### src/logic/dcs_pkg.sv
// package of constants for the drive control word sequencer
// Notes on behaviour
// - check mode, selector off: on+run checks all
// - check outcome stored in result word
// - check end returns service mode to normal
// - check end switches drive off
// - selector set: only that one pulse fires
// - back to normal clears pulse selector
// - firmware version and type readable
// - commands from word, status word reports
// - bit 2 cleared means emergency stop, acted on in run state only
// - contactor closes at on only in contactor mode on
// - on and run taken on rising edges
// - shared source: one command gives on+run
// - on removed: stop by mode, open contactor
// - sequencing state in drive state word
// - 04f6 resets trip, 0474 inhibits start
package dcs_pkg;
    // register byte offsets
    localparam logic [7:0] REG_CMD = 8'h00;
    localparam logic [7:0] REG_USED = 8'h04;
    localparam logic [7:0] REG_CFG = 8'h08;
    localparam logic [7:0] REG_SVC = 8'h0c;
    localparam logic [7:0] REG_STAT = 8'h10;
    localparam logic [7:0] REG_DSTATE = 8'h14;
    localparam logic [7:0] REG_DIAG = 8'h18;
    localparam logic [7:0] REG_FWVER = 8'h1c;
    localparam logic [7:0] REG_FWTYPE = 8'h20;
    localparam logic [7:0] REG_IRQ_ST = 8'h24;
    localparam logic [7:0] REG_IRQ_MSK = 8'h28;
    // command word bit positions
    localparam int B_ON = 0;
    localparam int B_COAST_N = 1;
    localparam int B_ESTOP_N = 2;
    localparam int B_RUN = 3;
    localparam int B_RESET = 7;
    localparam int B_REMOTE = 10;
    // reset values
    localparam logic [15:0] CMD_RST = 16'h0476;
    localparam logic [6:0] CFG_RST = 7'h00;
    // arbitrary identification values
    localparam logic [15:0] FW_VERSION = 16'h0100;
    localparam logic [15:0] FW_TYPE = 16'h0001;
    // contactor modes and stop modes
    localparam logic [1:0] CONT_ON = 2'h0;
    localparam logic [1:0] CONT_ON_RUN = 2'h1;
    localparam logic [1:0] STOP_RAMP = 2'h0;
    localparam logic [1:0] STOP_TORQ = 2'h1;
    localparam logic [1:0] STOP_COAST = 2'h2;
    // number of firing pulses (v11..v16, v21..v26)
    localparam int NPULSE = 12;
    // timing
    localparam int CLK_NS = 10;
    localparam int FIRE_NS = 10000;
    localparam int RAMP_NS = 20000;
    localparam int TORQ_NS = 5000;
    localparam int ESTOP_NS = 2000;
    localparam logic [11:0] FIRE_CYC = 12'((FIRE_NS + CLK_NS - 1) / CLK_NS);
    localparam logic [11:0] RAMP_CYC = 12'((RAMP_NS + CLK_NS - 1) / CLK_NS);
    localparam logic [11:0] TORQ_CYC = 12'((TORQ_NS + CLK_NS - 1) / CLK_NS);
    localparam logic [11:0] ESTOP_CYC = 12'((ESTOP_NS + CLK_NS - 1) / CLK_NS);
    // sequencer states, one-hot
    typedef enum logic [6:0] {
        ST_OFF = 7'h01,
        ST_RDY_ON = 7'h02,
        ST_RUN = 7'h04,
        ST_STOP = 7'h08,
        ST_ESTOP = 7'h10,
        ST_CHECK = 7'h20,
        ST_PULSE = 7'h40
    } dcs_state_t;
endpackage

### src/logic/dcs_sequencer.sv
// drive control word sequencer with apb registers and thyristor diagnosis
`timescale 1ns/1ps
module dcs_sequencer (
    // clock and reset
    input wire logic ref_clk_i,
    input wire logic rst_i,
    // apb slave
    input wire logic psel_i,
    input wire logic penable_i,
    input wire logic pwrite_i,
    input wire logic [7:0] paddr_i,
    input wire logic [31:0] pwdata_i,
    output logic [31:0] prdata_o,
    output logic pready_o,
    output logic pslverr_o,
    // hardware command word and conduction feedback pins
    input wire logic [15:0] pin_cmd_word_i,
    input wire logic [dcs_pkg::NPULSE-1:0] cond_fb_i,
    // power stage
    output logic contactor_close_o,
    output logic [dcs_pkg::NPULSE-1:0] fire_o,
    // interrupt
    output logic irq_o
);
    import dcs_pkg::*;

    // one-hot firing vector for a pulse index
    function automatic logic [NPULSE-1:0] pulse_bit(input logic [3:0] idx);
        pulse_bit = NPULSE'(1) << idx;
    endfunction

    // stop duration for the configured stop mode
    function automatic logic [11:0] stop_len(input logic [1:0] mode);
        case (mode)
            STOP_RAMP: stop_len = RAMP_CYC;
            STOP_TORQ: stop_len = TORQ_CYC;
            default: stop_len = 12'h001;
        endcase
    endfunction

    logic [15:0] cmd_ff; // software command word
    logic [6:0] cfg_ff; // [1:0] contactor, [3:2] stop, 4 same source, 5 pin source
    logic svc_mode_ff; // thyristor_check_mode when set
    logic [3:0] pulse_sel_ff; // 0 off, 1..12 selects one pulse
    logic [NPULSE-1:0] diag_ff; // check outcome, one bit per failed pulse
    logic [NPULSE-1:0] scratch_ff; // outcome being gathered
    logic [3:0] irq_st_ff; // sticky events
    logic [3:0] irq_msk_ff; // event enables
    logic [15:0] pin_s1_ff; // first synchroniser stage
    logic [15:0] pin_s2_ff;
    logic [NPULSE-1:0] fb_s1_ff;
    logic [NPULSE-1:0] fb_s2_ff;
    logic on_prev_ff; // previous levels for edge detect
    logic run_prev_ff;
    logic rst_prev_ff;
    logic trip_ff; // emergency stop latched until reset
    logic pulse_done_ff; // single pulse already issued
    dcs_state_t state_ff;
    dcs_state_t nxt_state;
    logic [11:0] tmr_ff;
    logic [3:0] idx_ff; // pulse under check
    logic pready_ff;
    logic pslverr_ff;
    logic [31:0] prdata_ff;
    logic cont_ff;
    logic [NPULSE-1:0] fire_ff;
    logic irq_ff;

    // decoded command levels and events
    logic [15:0] used_word;
    logic remote;
    logic on_lvl;
    logic run_lvl;
    logic on_rise;
    logic run_rise;
    logic start_ev;
    logic check_end;
    logic pulse_end;
    logic bus_wr;
    logic invalid_ev;
    logic [3:0] irq_set;
    logic [15:0] status_word;

    assign bus_wr = psel_i & penable_i & pready_ff & pwrite_i;
    assign used_word = cfg_ff[5] ? pin_s2_ff : cmd_ff;
    assign remote = used_word[B_REMOTE];
    // shared source: the run bit also carries on
    assign on_lvl = used_word[B_ON] | (cfg_ff[4] & used_word[B_RUN]);
    assign run_lvl = used_word[B_RUN];
    assign on_rise = on_lvl & !on_prev_ff;
    assign run_rise = run_lvl & !run_prev_ff;
    // start of a diagnosis needs both levels, one of them freshly risen
    assign start_ev = (on_rise & run_lvl) | (run_rise & on_lvl);
    assign check_end = (state_ff == ST_CHECK) && (tmr_ff == FIRE_CYC - 12'h001)
        && (idx_ff == 4'(NPULSE - 1));
    assign pulse_end = (state_ff == ST_PULSE) && (tmr_ff == FIRE_CYC - 12'h001);
    // run without on while off is out of order
    assign invalid_ev = (state_ff == ST_OFF) && run_rise && !on_lvl && remote;

    // event sources: check done, emergency stop, drive off, bad command
    assign irq_set[0] = check_end;
    assign irq_set[1] = (state_ff == ST_RUN) && (nxt_state == ST_ESTOP);
    assign irq_set[2] = (state_ff != ST_OFF) && (nxt_state == ST_OFF);
    assign irq_set[3] = invalid_ev;

    // status word: handshake and interlocks
    always_comb begin
        status_word = 16'h0000;
        status_word[0] = (state_ff != ST_OFF) && !trip_ff; // ready for on
        status_word[1] = (state_ff == ST_RDY_ON) || (state_ff == ST_RUN); // ready to run
        status_word[2] = (state_ff == ST_RUN); // running with reference
        status_word[3] = trip_ff; // tripped
        status_word[4] = used_word[B_COAST_N];
        status_word[5] = used_word[B_ESTOP_N];
        status_word[6] = !used_word[B_COAST_N] || trip_ff;
        status_word[7] = svc_mode_ff;
        status_word[8] = cont_ff;
        status_word[9] = remote;
    end

    // pin synchronisers, second stage is the only reader of the first
    always_ff @(posedge ref_clk_i) begin
        if (rst_i) begin
            pin_s1_ff <= 16'h0000;
            pin_s2_ff <= 16'h0000;
            fb_s1_ff <= '0;
            fb_s2_ff <= '0;
        end else begin
            pin_s1_ff <= pin_cmd_word_i;
            pin_s2_ff <= pin_s1_ff;
            fb_s1_ff <= cond_fb_i;
            fb_s2_ff <= fb_s1_ff;
        end
    end

    // edge history of the command levels
    always_ff @(posedge ref_clk_i) begin
        if (rst_i) begin
            on_prev_ff <= 1'b0;
            run_prev_ff <= 1'b0;
            rst_prev_ff <= 1'b0;
        end else begin
            on_prev_ff <= on_lvl;
            run_prev_ff <= run_lvl;
            rst_prev_ff <= used_word[B_RESET];
        end
    end

    // sequencer next state; the remote bit gates only starts from off
    always_comb begin
        nxt_state = state_ff;
        case (state_ff)
            ST_OFF: begin
                if (remote && used_word[B_COAST_N] && !trip_ff) begin
                    if (svc_mode_ff && start_ev) begin
                        // zero selector checks all, otherwise one pulse
                        nxt_state = (pulse_sel_ff == 4'h0) ? ST_CHECK : ST_PULSE;
                    end else if (!svc_mode_ff && cfg_ff[4] && start_ev) begin
                        nxt_state = ST_RUN;
                    end else if (!svc_mode_ff && on_rise && !run_lvl) begin
                        nxt_state = ST_RDY_ON;
                    end
                end
            end
            ST_RDY_ON: begin
                if (!used_word[B_COAST_N] || !on_lvl) begin
                    nxt_state = ST_OFF;
                end else if (run_rise) begin
                    nxt_state = ST_RUN;
                end
            end
            ST_RUN: begin
                if (!used_word[B_COAST_N]) begin
                    nxt_state = ST_OFF; // coast stop
                end else if (!used_word[B_ESTOP_N]) begin
                    nxt_state = ST_ESTOP;
                end else if (!on_lvl) begin
                    nxt_state = ST_STOP;
                end else if (!run_lvl) begin
                    nxt_state = ST_RDY_ON;
                end
            end
            ST_STOP: begin
                // contactor opens once the stop time has run
                if (!used_word[B_COAST_N] || (tmr_ff >= stop_len(cfg_ff[3:2]) - 12'h001)) begin
                    nxt_state = ST_OFF;
                end
            end
            ST_ESTOP: begin
                if (tmr_ff == ESTOP_CYC - 12'h001) begin
                    nxt_state = ST_OFF;
                end
            end
            ST_CHECK: begin
                // off at the end even if on and run remain
                if (check_end || !used_word[B_COAST_N]) begin
                    nxt_state = ST_OFF;
                end
            end
            ST_PULSE: begin
                if (!on_lvl || !run_lvl) begin
                    nxt_state = ST_OFF;
                end
            end
            default: nxt_state = ST_OFF;
        endcase
    end

    // state register
    always_ff @(posedge ref_clk_i) begin
        if (rst_i) begin
            state_ff <= ST_OFF;
        end else begin
            state_ff <= nxt_state;
        end
    end

    // state timer, restarts on every state change or checked pulse
    always_ff @(posedge ref_clk_i) begin
        if (rst_i) begin
            tmr_ff <= 12'h000;
            idx_ff <= 4'h0;
        end else if (nxt_state != state_ff) begin
            tmr_ff <= 12'h000;
            idx_ff <= 4'h0;
        end else if (state_ff == ST_CHECK && tmr_ff == FIRE_CYC - 12'h001) begin
            tmr_ff <= 12'h000;
            idx_ff <= idx_ff + 4'h1;
        end else if (tmr_ff != 12'hfff) begin
            tmr_ff <= tmr_ff + 12'h001;
        end
    end

    // check outcome: a pulse without conduction feedback is marked failed
    always_ff @(posedge ref_clk_i) begin
        if (rst_i) begin
            scratch_ff <= '0;
            diag_ff <= '0;
        end else if (state_ff == ST_CHECK && tmr_ff == FIRE_CYC - 12'h001) begin
            scratch_ff <= scratch_ff | (fb_s2_ff[idx_ff] ? '0 : pulse_bit(idx_ff));
            if (check_end) begin
                diag_ff <= scratch_ff | (fb_s2_ff[idx_ff] ? '0 : pulse_bit(idx_ff));
            end
        end else if (state_ff != ST_CHECK) begin
            scratch_ff <= '0;
        end
    end

    // trip latch: set by emergency stop, cleared by reset edge
    always_ff @(posedge ref_clk_i) begin
        if (rst_i) begin
            trip_ff <= 1'b0;
        end else if (state_ff == ST_ESTOP) begin
            trip_ff <= 1'b1;
        end else if (remote && used_word[B_RESET] && !rst_prev_ff) begin
            trip_ff <= 1'b0;
        end
    end

    // power stage outputs; contactor stays open in a single pulse test
    always_ff @(posedge ref_clk_i) begin
        if (rst_i) begin
            cont_ff <= 1'b0;
            fire_ff <= '0;
            pulse_done_ff <= 1'b0;
        end else begin
            case (nxt_state)
                ST_RDY_ON: cont_ff <= (cfg_ff[1:0] == CONT_ON);
                ST_RUN, ST_STOP, ST_ESTOP: cont_ff <= (cfg_ff[1:0] == CONT_ON) ||
                    (cfg_ff[1:0] == CONT_ON_RUN);
                ST_CHECK: cont_ff <= 1'b1;
                default: cont_ff <= 1'b0;
            endcase
            if (state_ff == ST_CHECK) begin
                fire_ff <= pulse_bit(idx_ff);
            end else if (state_ff == ST_PULSE && !pulse_done_ff) begin
                fire_ff <= pulse_bit(pulse_sel_ff - 4'h1);
            end else begin
                fire_ff <= '0;
            end
            if (state_ff != ST_PULSE) begin
                pulse_done_ff <= 1'b0;
            end else if (pulse_end) begin
                pulse_done_ff <= 1'b1; // one pulse only
            end
        end
    end

    // software command word and configuration
    always_ff @(posedge ref_clk_i) begin
        if (rst_i) begin
            cmd_ff <= CMD_RST;
            cfg_ff <= CFG_RST;
        end else if (bus_wr) begin
            if (paddr_i == REG_CMD) begin
                cmd_ff <= pwdata_i[15:0];
            end
            if (paddr_i == REG_CFG) begin
                cfg_ff <= pwdata_i[6:0];
            end
        end
    end

    // service mode and pulse selector; hardware clear follows check end
    always_ff @(posedge ref_clk_i) begin
        if (rst_i) begin
            svc_mode_ff <= 1'b0;
            pulse_sel_ff <= 4'h0;
        end else if (check_end) begin
            svc_mode_ff <= 1'b0;
        end else if (bus_wr && paddr_i == REG_SVC) begin
            svc_mode_ff <= pwdata_i[0];
            // out-of-range selector falls back to off
            if (!pwdata_i[0]) begin
                pulse_sel_ff <= 4'h0;
            end else if (pwdata_i[7:4] <= 4'(NPULSE)) begin
                pulse_sel_ff <= pwdata_i[7:4];
            end else begin
                pulse_sel_ff <= 4'h0;
            end
        end
    end

    // interrupt status, mask and level output; set wins over clear
    always_ff @(posedge ref_clk_i) begin
        if (rst_i) begin
            irq_st_ff <= 4'h0;
            irq_msk_ff <= 4'h0;
            irq_ff <= 1'b0;
        end else begin
            if (bus_wr && paddr_i == REG_IRQ_ST) begin
                irq_st_ff <= (irq_st_ff & ~pwdata_i[3:0]) | irq_set;
            end else begin
                irq_st_ff <= irq_st_ff | irq_set;
            end
            if (bus_wr && paddr_i == REG_IRQ_MSK) begin
                irq_msk_ff <= pwdata_i[3:0];
            end
            irq_ff <= |(irq_st_ff & irq_msk_ff);
        end
    end

    // apb answer: one wait state, unmapped addresses give an error
    always_ff @(posedge ref_clk_i) begin
        if (rst_i) begin
            pready_ff <= 1'b0;
            pslverr_ff <= 1'b0;
            prdata_ff <= 32'h0000_0000;
        end else if (psel_i && penable_i && !pready_ff) begin
            pready_ff <= 1'b1;
            pslverr_ff <= 1'b0;
            prdata_ff <= 32'h0000_0000;
            case (paddr_i)
                REG_CMD: prdata_ff <= {16'h0000, cmd_ff};
                REG_USED: prdata_ff <= {16'h0000, used_word};
                REG_CFG: prdata_ff <= {25'h0, cfg_ff};
                REG_SVC: prdata_ff <= {24'h0, pulse_sel_ff, 3'h0, svc_mode_ff};
                REG_STAT: prdata_ff <= {16'h0000, status_word};
                REG_DSTATE: prdata_ff <= {25'h0, state_ff};
                REG_DIAG: prdata_ff <= {20'h0, diag_ff};
                REG_FWVER: prdata_ff <= {16'h0000, FW_VERSION};
                REG_FWTYPE: prdata_ff <= {16'h0000, FW_TYPE};
                REG_IRQ_ST: prdata_ff <= {28'h0, irq_st_ff};
                REG_IRQ_MSK: prdata_ff <= {28'h0, irq_msk_ff};
                default: pslverr_ff <= 1'b1;
            endcase
        end else begin
            pready_ff <= 1'b0;
            pslverr_ff <= 1'b0;
        end
    end

    assign prdata_o = prdata_ff;
    assign pready_o = pready_ff;
    assign pslverr_o = pslverr_ff;
    assign contactor_close_o = cont_ff;
    assign fire_o = fire_ff;
    assign irq_o = irq_ff;
endmodule // dcs_sequencer

### config.mk
export PLATFORM = sky130hd
export DESIGN_NAME = dcs_sequencer
export DESIGN_NICKNAME = d
export VERILOG_FILES = /design/src/logic/dcs_pkg.sv /design/src/logic/dcs_sequencer.sv
export SDC_FILE = /design/constraint.sdc
export NUM_CORES = 1
export LEC_CHECK = 0
export BUFFER_PORTS_ARGS = -buffer_cell sky130_fd_sc_hd__buf_2
export CAP_MARGIN = 40
export CORE_MARGIN = 2
export CORE_UTILIZATION = 39
export CTS_CLUSTER_SIZE = 16
export DETAILED_ROUTE_END_ITERATION = 8
export GPL_ROUTABILITY_DRIVEN = 0
export PLACE_DENSITY = 0.64
export SYNTH_ARGS = -nofsm -noshare
export SYNTH_HDL_FRONTEND = slang
export SYNTH_SLANG_ARGS = --single-unit
### constraint.sdc
create_clock -name ref_clk_i -period 3.4 [get_ports ref_clk_i]
set_input_delay 0.51 -clock ref_clk_i [delete_from_list [all_inputs] [get_ports ref_clk_i]]
set_output_delay 0.51 -clock ref_clk_i [all_outputs]
set_load 0.03 [all_outputs]
* After elaboration in Yosys (flattened, before gate mapping)
Index checks and enable logic that the tools add are counted.
** Operators by class
- Add/sub/neg operators :: 4
- Order comparisons :: 3
- Equal/unequal tests :: 33
- Shift operators :: 2
- Muxes and demuxes :: 35
- Bitwise gates (word level) :: 18
- Reduce and logical (&&, ||, !) cells :: 59
** Operators by type and width (number)
- case mux 16 bit (11 select lines) :: 1
- 2-to-1 mux 7 bit :: 15
- 2-to-1 mux 12 bit :: 6
- case mux 7 bit (7 select lines) :: 1
- == test 8 x 5 -> 1 bit, second input constant :: 4
- == test 8 x 6 -> 1 bit, second input constant :: 3
- logical AND 1 bit :: 24
- << shifter 1 x 4 -> 12 bit, first input constant :: 2
- case mux 11 bit (2 select lines) :: 1
- == test 8 x 4 -> 1 bit, second input constant :: 2
- 2-to-1 mux 16 bit :: 1
- == test 7 x 1 -> 1 bit, second input constant :: 2
- == test 7 x 2 -> 1 bit, second input constant :: 2
- == test 7 x 3 -> 1 bit, second input constant :: 2
- == test 7 x 4 -> 1 bit, second input constant :: 2
- == test 7 x 5 -> 1 bit, second input constant :: 2
- == test 7 x 6 -> 1 bit, second input constant :: 2
- adder 12 x 1 -> 12 bit, second input constant :: 1
- == test 12 x 10 -> 1 bit, second input constant :: 1
- == test 12 x 8 -> 1 bit, second input constant :: 1
- >= comparator 12 bit :: 1
- 2-to-1 mux 4 bit :: 3
- != test 12 bit, second input constant :: 1
- OR 12 bit :: 1
- other kinds (33) :: 73
** Storage, ports and cells
- Register bits :: 192
- Bits of input ports :: 73
- Word-level logic and storage cells :: 180

* Depth between registers and ports, before layout
Gate-level depths: netlist (run 1).
- Depth after elaboration :: 15
- Gate-level depth with buffers :: 11
- Gate-level depth less buffers :: 10

* Worst setup path after synthesis (run 1)
OpenSTA, ideal clock, no wires.
- Path kind :: flip-flop to flip-flop
- Start point :: register cfg_ff[3]
- End point :: register tmr_ff[0]
- Library setup time :: 0.089 ns
- Arrival :: 2.677 ns
- Data required time :: 3.311 ns
- Slack :: 0.635 ns
- Cell stages (with the launch flop) :: 11
- Path buffers :: 1
- Path through :: dfxtp_1 > inv_1 > ha_1 > nand2b_1 > a2111oi_0 > o41ai_1 > or3b_2 > a21oi_1 > a31oi_1 > buf_2 > nor4_2
** On the way
- Longest elaborated chain between the ends :: 10
- Elaborated cells on any way between the ends :: 11
** Ends and longest elaborated chain
- start, declared :: line dcs_sequencer.sv:42 : logic [6:0] cfg_ff;
- start signal, assigned :: line dcs_sequencer.sv:299 : cfg_ff <= pwdata_i[6:0];
- == test 2 x 1 -> 1 bit / zero test 2 bit (equally long branches) :: line dcs_sequencer.sv:34 : case (mode)
- case mux 11 bit (2 select lines) (*) :: line dcs_sequencer.sv:34
- 2-to-1 mux 12 bit (*) :: line dcs_sequencer.sv:152 : case (state_ff)
- subtractor 12 x 1 -> 12 bit (*) :: line dcs_sequencer.sv:185 : if (!used_word[B_COAST_N] || (tmr_ff >= stop_len(cfg_ff[3:2]) - 12'h001)) begin
- >= comparator 12 bit (*) :: line dcs_sequencer.sv:185
- logical OR 1 bit (*) :: line dcs_sequencer.sv:185
- 2-to-1 mux 7 bit (*) :: line dcs_sequencer.sv:185
- case mux 7 bit (7 select lines) (*) :: line dcs_sequencer.sv:152
- != test 7 bit (*) :: line dcs_sequencer.sv:223 : end else if (nxt_state != state_ff) begin
- OR reduction 3 bit (no source line) (*)
- end signal, assigned :: line dcs_sequencer.sv:230 : tmr_ff <= tmr_ff + 12'h001;
- end, declared :: line dcs_sequencer.sv:60 : logic [11:0] tmr_ff;
Every way passes the cells marked *; elsewhere a longest branch is shown, timed or not. The select of a mux whose other input is x is not followed.
A chain may end at the register's enable or synchronous reset.

* Worst setup path after layout (run 1)
- Start point :: register cfg_ff[3]
- End point :: register idx_ff[2]
** On the way
- Longest elaborated chain between the ends :: 10
- Elaborated cells on any way between the ends :: 11
** Ends and longest elaborated chain
- == test 2 x 1 -> 1 bit / zero test 2 bit (equally long branches) :: line dcs_sequencer.sv:34
- case mux 11 bit (2 select lines) (*) :: line dcs_sequencer.sv:34
- 2-to-1 mux 12 bit (*) :: line dcs_sequencer.sv:152
- subtractor 12 x 1 -> 12 bit (*) :: line dcs_sequencer.sv:185
- >= comparator 12 bit (*) :: line dcs_sequencer.sv:185
- logical OR 1 bit (*) :: line dcs_sequencer.sv:185
- 2-to-1 mux 7 bit (*) :: line dcs_sequencer.sv:185
- case mux 7 bit (7 select lines) (*) :: line dcs_sequencer.sv:152
- != test 7 bit (*) :: line dcs_sequencer.sv:223
- OR reduction 2 bit (no source line) (*)
- end signal, assigned :: line dcs_sequencer.sv:228 : idx_ff <= idx_ff + 4'h1;
- end, declared :: line dcs_sequencer.sv:61 : logic [3:0] idx_ff;
Marks and branches as above.

==> results of run 1 <==
[report_power, final]
group          internal (W)  leakage, nW  switching [W]  total (W)
clock               0.00102        0.300        0.00100    0.00202
sequential          0.00211         1.43      0.0000211    0.00213
combinational     0.0000807         1.70       0.000143   0.000224
[sequential cells by signal (all words and copies together) (netlist names), 16 cells and up]
name / count
pin_s1_ff: 16
prdata_o: 16
cmd_ff: 16
pin_s2_ff: 16
[worst paths after layout]
| kind | startpoint | end | slack (ns) | cells after the start |
|---|---|---|---|---|
| setup reg to reg | cfg_ff[3]$_SDFFE_PP0P_ | idx_ff[2]$_SDFFE_PP0P_ | 0.36 | 10 |
| hold reg to reg | fb_s1_ff[2]$_SDFF_PP0_ | fb_s2_ff[2]$_SDFF_PP0_ | 0.44 | 1 |
| hold / removal | pin_cmd_word_i[6] | pin_s1_ff[6]$_SDFF_PP0_ | 0.26 | 2 |
| setup / recovery | cfg_ff[3]$_SDFFE_PP0P_ | idx_ff[2]$_SDFFE_PP0P_ | 0.36 | 10 |
[kinds of logic (layout without fill, tap and decap cells)]
| group | after synthesis | count (layout) | share of synthesized area [%] |
|---|---|---|---|
| compound gates | 177 | 177 | 15.7 |
| xor+xnor | 13 | 13 | 1.46 |
| fa+ha+maj | 19 | 19 | 3.06 |
| buf+inv | 84 | 157 | 5.10 |
| flops | 176 | 176 | 45.3 |
| mux | 14 | 14 | 2.32 |
| other cells | 2 | 17 | 0.0965 |
| simple gates | 413 | 413 | 27.0 |
[cell type report]
class	count	area, sq um
clock inverter	15	205
tap	265	332
fill	1958	10400
timing repair buffer	113	643
inverter	12	45.0
multi-input combinational	653	3920
clock buffer	17	425
sequential	176	3520
[cell usage after synthesis (8+ instances only)]
cell type,instances,share of area (%)
o21ai_0,19,1.2
nor2b_1,60,4.8
a311oi_1,8,0.90
a21oi_1,61,3.9
inv_1,12,0.58
clkbuf_1,46,2.2
xnor2_1,8,0.90
buf_4,16,1.5
a31oi_1,14,1.1
mux2i_1,9,1.2
nand3b_1,14,1.4
nor2_1,93,4.5
nor3_1,42,2.7
ha_1,19,3.1
a221oi_1,14,1.6
nand3_1,28,1.8
a211oi_1,11,1.1
dfxtp_1,176,45
nand2_1,105,5.1
nor4_1,10,0.80
nand2b_1,10,0.80
[layer usage]
layer  vias to the layer above  share of wire (%)  GRT usage (%)
met2                       228                 47           30.1
li1                       3316                  -              -
met3                        28                5.5           3.87
met5                         -                  0              0
met1                      3188                 46           25.7
met4                         0                1.5           6.27
[stage by stage]
step	hold slack (ns)	worst slack (ns)	cells	total power, W	util, %
after floorplan	0.414	0.635	913	0.00233	-
after global placement	0.422	0.375	1218	0.00240	43.3
after detailed placement	0.421	0.358	1219	0.00240	43.3
after CTS	0.253	0.338	1251	0.00441	46.6
after global routing	0.254	0.0833	1251	0.00452	46.6
final	0.263	0.365	1251	0.00437	46.6
==> summary.txt, run 1 <==
Status
  • Status: complete, no violations

Critical path
  • Critical path class: reg2reg
  • CP top delay family: compound AO/OA/AOI/OAI gates
  • Slowest-stage cell, CP: dfxtp_1
  • Worst path most repeated cell: a2111oi_0
  • CP Cell Sequence: inv_1, ha_1, nand2b_1, a2111oi_0, o41ai_1, or3b_2, a21oi_1, a31oi_1, buf_4, a2111oi_0
  • CP Capture Type: flop
  • Required time of the critical path: around 3.7 ns
  • Worst Path Arrival: about 3.4 ns
  • CP max stage delay: about 0.52 ns
  • CP Max Fanout: 16
  • Worst setup SP type: flop
  • CP Buf/Inv Count: 2

Global route
  • Grt ovf: 0
  • First-pass GRT wire length: 32300 microns
  • GRT Overall Usage: roughly a fifth
  • Largest net degree at the start of global routing: 113
  • Antenna violations before repair: 0
  • Vias in the first global route: about 6.1k

Power
  • Maximum VDD drop: around 310 uV
  • LEAKAGE: around 3.4 nW
  • Pwr dens: around 480 nW/um^2

STA
  • Fmax: 329 MHz
  • Clock skew: ~0.012 ns
  • Worst-margin pin slew: 0.728 ns
  • Slew Limit Fails: 0
  • Post-route clock period utilization: around nine tenths
  • Fin crit period: between 3 and 4 ns
  • Setup TNS: 0 ns
  • RSZ-0062 raised after global routing: false
  • Final setup violation count: 0
  • Fin. Hold Viols: 0
  • Max-slew headroom: 51.4%

Clock network
  • Post-CTS sizing: 0
  • CTS Root Cell: clkbuf_16
  • Total CTS buffers: 17
  • CTS H-tree depth: 4
  • CTS Buffer Depth: 2
  • Post CTS Setup Buffer Count: 0
  • CTS tree: yes
  • CTS Hold Buffers Added: 0
  • Clock-pin slew on the worst setup and hold paths: around 0.08 ns
  • Count of clock tree sinks: around 180
  • Clock Latency Late Sink: 0.44 ns

Synth
  • Avg Cell Area, Syn: about 8.7 sq um
  • Post-Syn Instances: 898
  • Dominant synthesized flop cell: dfxtp_1
  • Sequential area share after synthesis: a little under half
  • Unique masters post-synth: just under 70
  • Ys async rst share: 0%
  • Cell Area, Synth: slightly below 8000 sq um
  • Yosys reg bits: 176
  • Ys Warns: 0
  • Post-synth EDFFs: 0

Cells and area
  • NumNets Final: 1065
  • Final Instance Area: roughly 9100 sq um
  • # diodes: 0
  • Most frequent cells in the layout: dfxtp_1 (176), nand2_1 (105), nor2_1 (93)
  • Fraction of layout cells with a size suffix above 1: between 10% and 20%
  • Area delta synth->final: 16.8%
  • Most common cell after layout, fill and taps aside: dfxtp_1

Worst hold path
  • Hold crit path type: in2reg

Die
  • Initial Util: 39.8%
  • Die area: ~21000 sq um
  • Rows: around 50
  • DIE HEIGHT: approximately 150 microns
  • IO Pins: roughly 120
  • Die Span X: around 150 microns
  • Total core area: between 15000 and 20000 sq um

Route
  • Post-route ant nets: 0
  • DRT iter0 DRCs: slightly above 600
  • DRC: 0
  • Vias per inst: approximately 5.4
  • 1st-pass router iterations: 5
  • Avg WL per Cell: roughly 16 microns
  • Detailed-route via count: between 6k and 7k
  • Final wirelength: approximately 20000 microns

Place
  • IO Port Bufs: 88
  • DP HPWL: 14400 microns
  • Post-placement cell area: approximately 8500 sq um

Flow run
  • MaxCap Viol Count: 0
Note: power is estimated with default switching activity, not from simulation.
==> run 2: changes to the inputs <==
- GPL_TIMING_DRIVEN: not set -> 0
- SKIP_CTS_REPAIR_TIMING: not set -> 1
==> run 2 against run 1 <==
Against the previous run:
- cell count rose by 4.0%
- hold slack improved by 0.010 ns
- largest power group unchanged
- first-iteration DRC count up 26%
==> summary.txt, run 2 (synthesis gave the netlist of run 1 again) <==
Die
  • Die Span X: 145 microns (unchanged)
  • Total core area: 19500 sq um (unchanged)
  • IO Pins: 121 (unchanged)
  • Rows: 51 (unchanged)
  • Die area: 21100 sq um (unchanged)
  • DIE HEIGHT: 145 microns (unchanged)
  • Initial Util: 39.8% (unchanged)

Clock network
  • CTS tree: yes
  • Clock-pin slew on the worst setup and hold paths: 0.07 ns (about the same)
  • Count of clock tree sinks: 176 (unchanged)
  • CTS H-tree depth: 4 (unchanged)
  • CTS Root Cell: clkbuf_16
  • Total CTS buffers: 17 (unchanged)
  • Clock Latency Late Sink: 0.44 ns (about the same)
  • CTS Buffer Depth: 2 (unchanged)

STA
  • Post-route clock period utilization: 98.6% (+9.3 points)
  • Slew Limit Fails: 0 (unchanged)
  • Worst-margin pin slew: 1.03 ns (+0.302 ns)
  • Final setup violation count: 0 (unchanged)
  • Max-slew headroom: 30.3% (-21 points)
  • Fin. Hold Viols: 0 (unchanged)
  • RSZ-0062 raised after global routing: false
  • Fmax: 298 MHz (-9.5%)
  • Clock skew: 0.00905 ns (-0.00285 ns)
  • Setup TNS: 0 ns (unchanged)
  • PnR worst setup slack: 0.0473 ns (-0.317 ns)
  • Fin crit period: 3.35 ns (+0.317 ns)
  • Worst Hold Slack: 0.273 ns (+0.0104 ns)

Place
  • Pre-CTS WS: -0.0802 ns (-0.439 ns)
  • # placed instances: 1269 (+4.1%)
  • DP HPWL: 16500 microns (+14%)
  • IO Port Bufs: 87 (-1.1%)

Route
  • DRT iter0 DRCs: 782 (+26%)
  • DRC: 0 (unchanged)
  • Final wirelength: 22100 microns (+9.1%)
  • 1st-pass router iterations: 7 (+2)
  • Detailed-route via count: 7045 (+4.2%)
  • Avg WL per Cell: 17.0 microns (+4.9%)
  • Vias per inst: 5.42 (+0.21%)
  • Post-route ant nets: 0 (unchanged)

Global route
  • Vias in the first global route: 6431 (+4.7%)
  • Antenna violations before repair: 1 (+1)
  • GRT Overall Usage: 20.7% (+1.8 points)
  • Largest net degree at the start of global routing: 20 (-82%)
  • Grt ovf: 0 (unchanged)
  • First-pass GRT wire length: 34700 microns (+7.4%)

Status
  • Status: complete, no violations

Power
  • Clock power frac: 45.1% (-1.1 points)
  • Pwr dens: 469 nW/um^2 (-2.5%)
  • Switching share of total power: 25.9% (-0.76 points)
  • Cell-internal power: 0.00321 W (+0.19%)
  • LEAKAGE: 3.49 nW (+1.7%)
  • Seq pwr share: 49.1% (+0.4 points)
  • Switching pwr: 0.00112 W (-3.7%)
  • Combinational share of power: 5.9% (+0.8 points)
  • Maximum VDD drop: 344 uV (+10%)

Critical path
  • Critical path class: reg2reg
  • Worst setup SP type: flop
  • Required time of the critical path: 3.75 ns (+0.02 ns)
  • Slowest-stage cell, CP: nor4_1
  • CP Buf/Inv Count: 2 (unchanged)
  • CP max stage delay: 0.75 ns (+0.23 ns)
  • CP Max Fanout: 10 (-6)
  • Worst path depth: 9 (-1)
  • CP Cell Sequence: clkbuf_1, or3_1, nor4_1, o311ai_0, o2111a_1, a21oi_1, a31oi_2, buf_2, nor4_2
  • Worst Path Arrival: 3.70 ns (+0.34 ns)
  • CP Capture Type: flop
  • CP top delay family: simple AND/OR/NAND/NOR gates
  • R2R cell count: 9 (-1)

Cells and area
  • Final core utilization: 47.3% (+0.78 points)
  • Register area: 3520 sq um (about the same)
  • # diodes: 0 (unchanged)
  • Area delta synth->final: 18.8%
  • Layout Cells excl Fill: 1301 (+4.0%)
  • Number of fill cells: 1964 (+0.31%)
  • Fraction of layout cells with a size suffix above 1: 16.3% (-0.52 points)
  • Most frequent cells in the layout: dfxtp_1 (175), nand2_1 (105), buf_2 (94)
  • NumNets Final: 1115 (+4.7%)
  • Footprint of the multi-input gates: 3920 sq um (+0.16%)
  • Most common cell after layout, fill and taps aside: dfxtp_1

Flow run
  • MaxCap Viol Count: 0 (unchanged)

Worst hold path
  • WHS Path Cells: 2 (unchanged)
  • Hold crit path type: in2reg
==> run 2: changes by cell type in the layout (fill, tap and decap cells not counted), moves of 2 or more <==
cell and delta:
inv_12 -3, clkinv_8 -2, inv_8 +2, buf_6 +2
buf_1 +3, clkbuf_1 +46, inv_6 +2, buf_2 +7
buf_4 -9
==> run 2: power groups by stage <==
stage / combinational [W] / clock [W] / sequential, W
3_3_place_gp: 0.000251 / 0 / 0.00217
3_5_place_dp: 0.000253 / 0 / 0.00217
6_report: 0.000254 / 0.00195 / 0.00213
5_1_grt: 0.000276 / 0.00206 / 0.00213
2_1_floorplan: 0.000140 / 0 / 0.00219
4_1_cts: 0.000254 / 0.00198 / 0.00213
==> run 2: cell type report <==
class	count	area share (%)
well taps	265	3.59
clock buffers	18	4.75
inverters	12	0.487
repair buffers	91	5.05
multi-input cells	653	42.4
flip-flops and latches	176	38.1
clock inverters	14	1.73
plain buffers	72	3.80
==> run 2: worst paths after layout <==
check | from | to | slack, ns
worst max-delay path | state_ff[4]$_SDFF_PP0_ | tmr_ff[1]$_SDFFE_PP0P_ | 0.05
worst min-delay path | pin_cmd_word_i[6] | pin_s1_ff[6]$_SDFF_PP0_ | 0.27
worst max register to register | state_ff[4]$_SDFF_PP0_ | tmr_ff[1]$_SDFFE_PP0P_ | 0.05
worst min register to register | fb_s1_ff[2]$_SDFF_PP0_ | fb_s2_ff[2]$_SDFF_PP0_ | 0.43
==> run 2: metal layers <==
| layer | share of wire [%] | routed length, microns | global-route usage (%) |
|---|---|---|---|
| met1 | 43 | 9530 | 27.4 |
| met2 | 47 | 10400 | 33.6 |
| met3 | 7.9 | 1730 | 4.94 |
| met4 | 1.7 | 375 | 6.23 |
| met5 | 0.059 | 13 | 0 |
==> run 2: stage by stage <==
step	instance area, sq um	power (W)
after floorplan	7840	0.00233
after global placement	8600	0.00242
after detailed placement	8630	0.00243
after CTS	9230	0.00436
after global routing	9240	0.00447
final	9240	0.00433
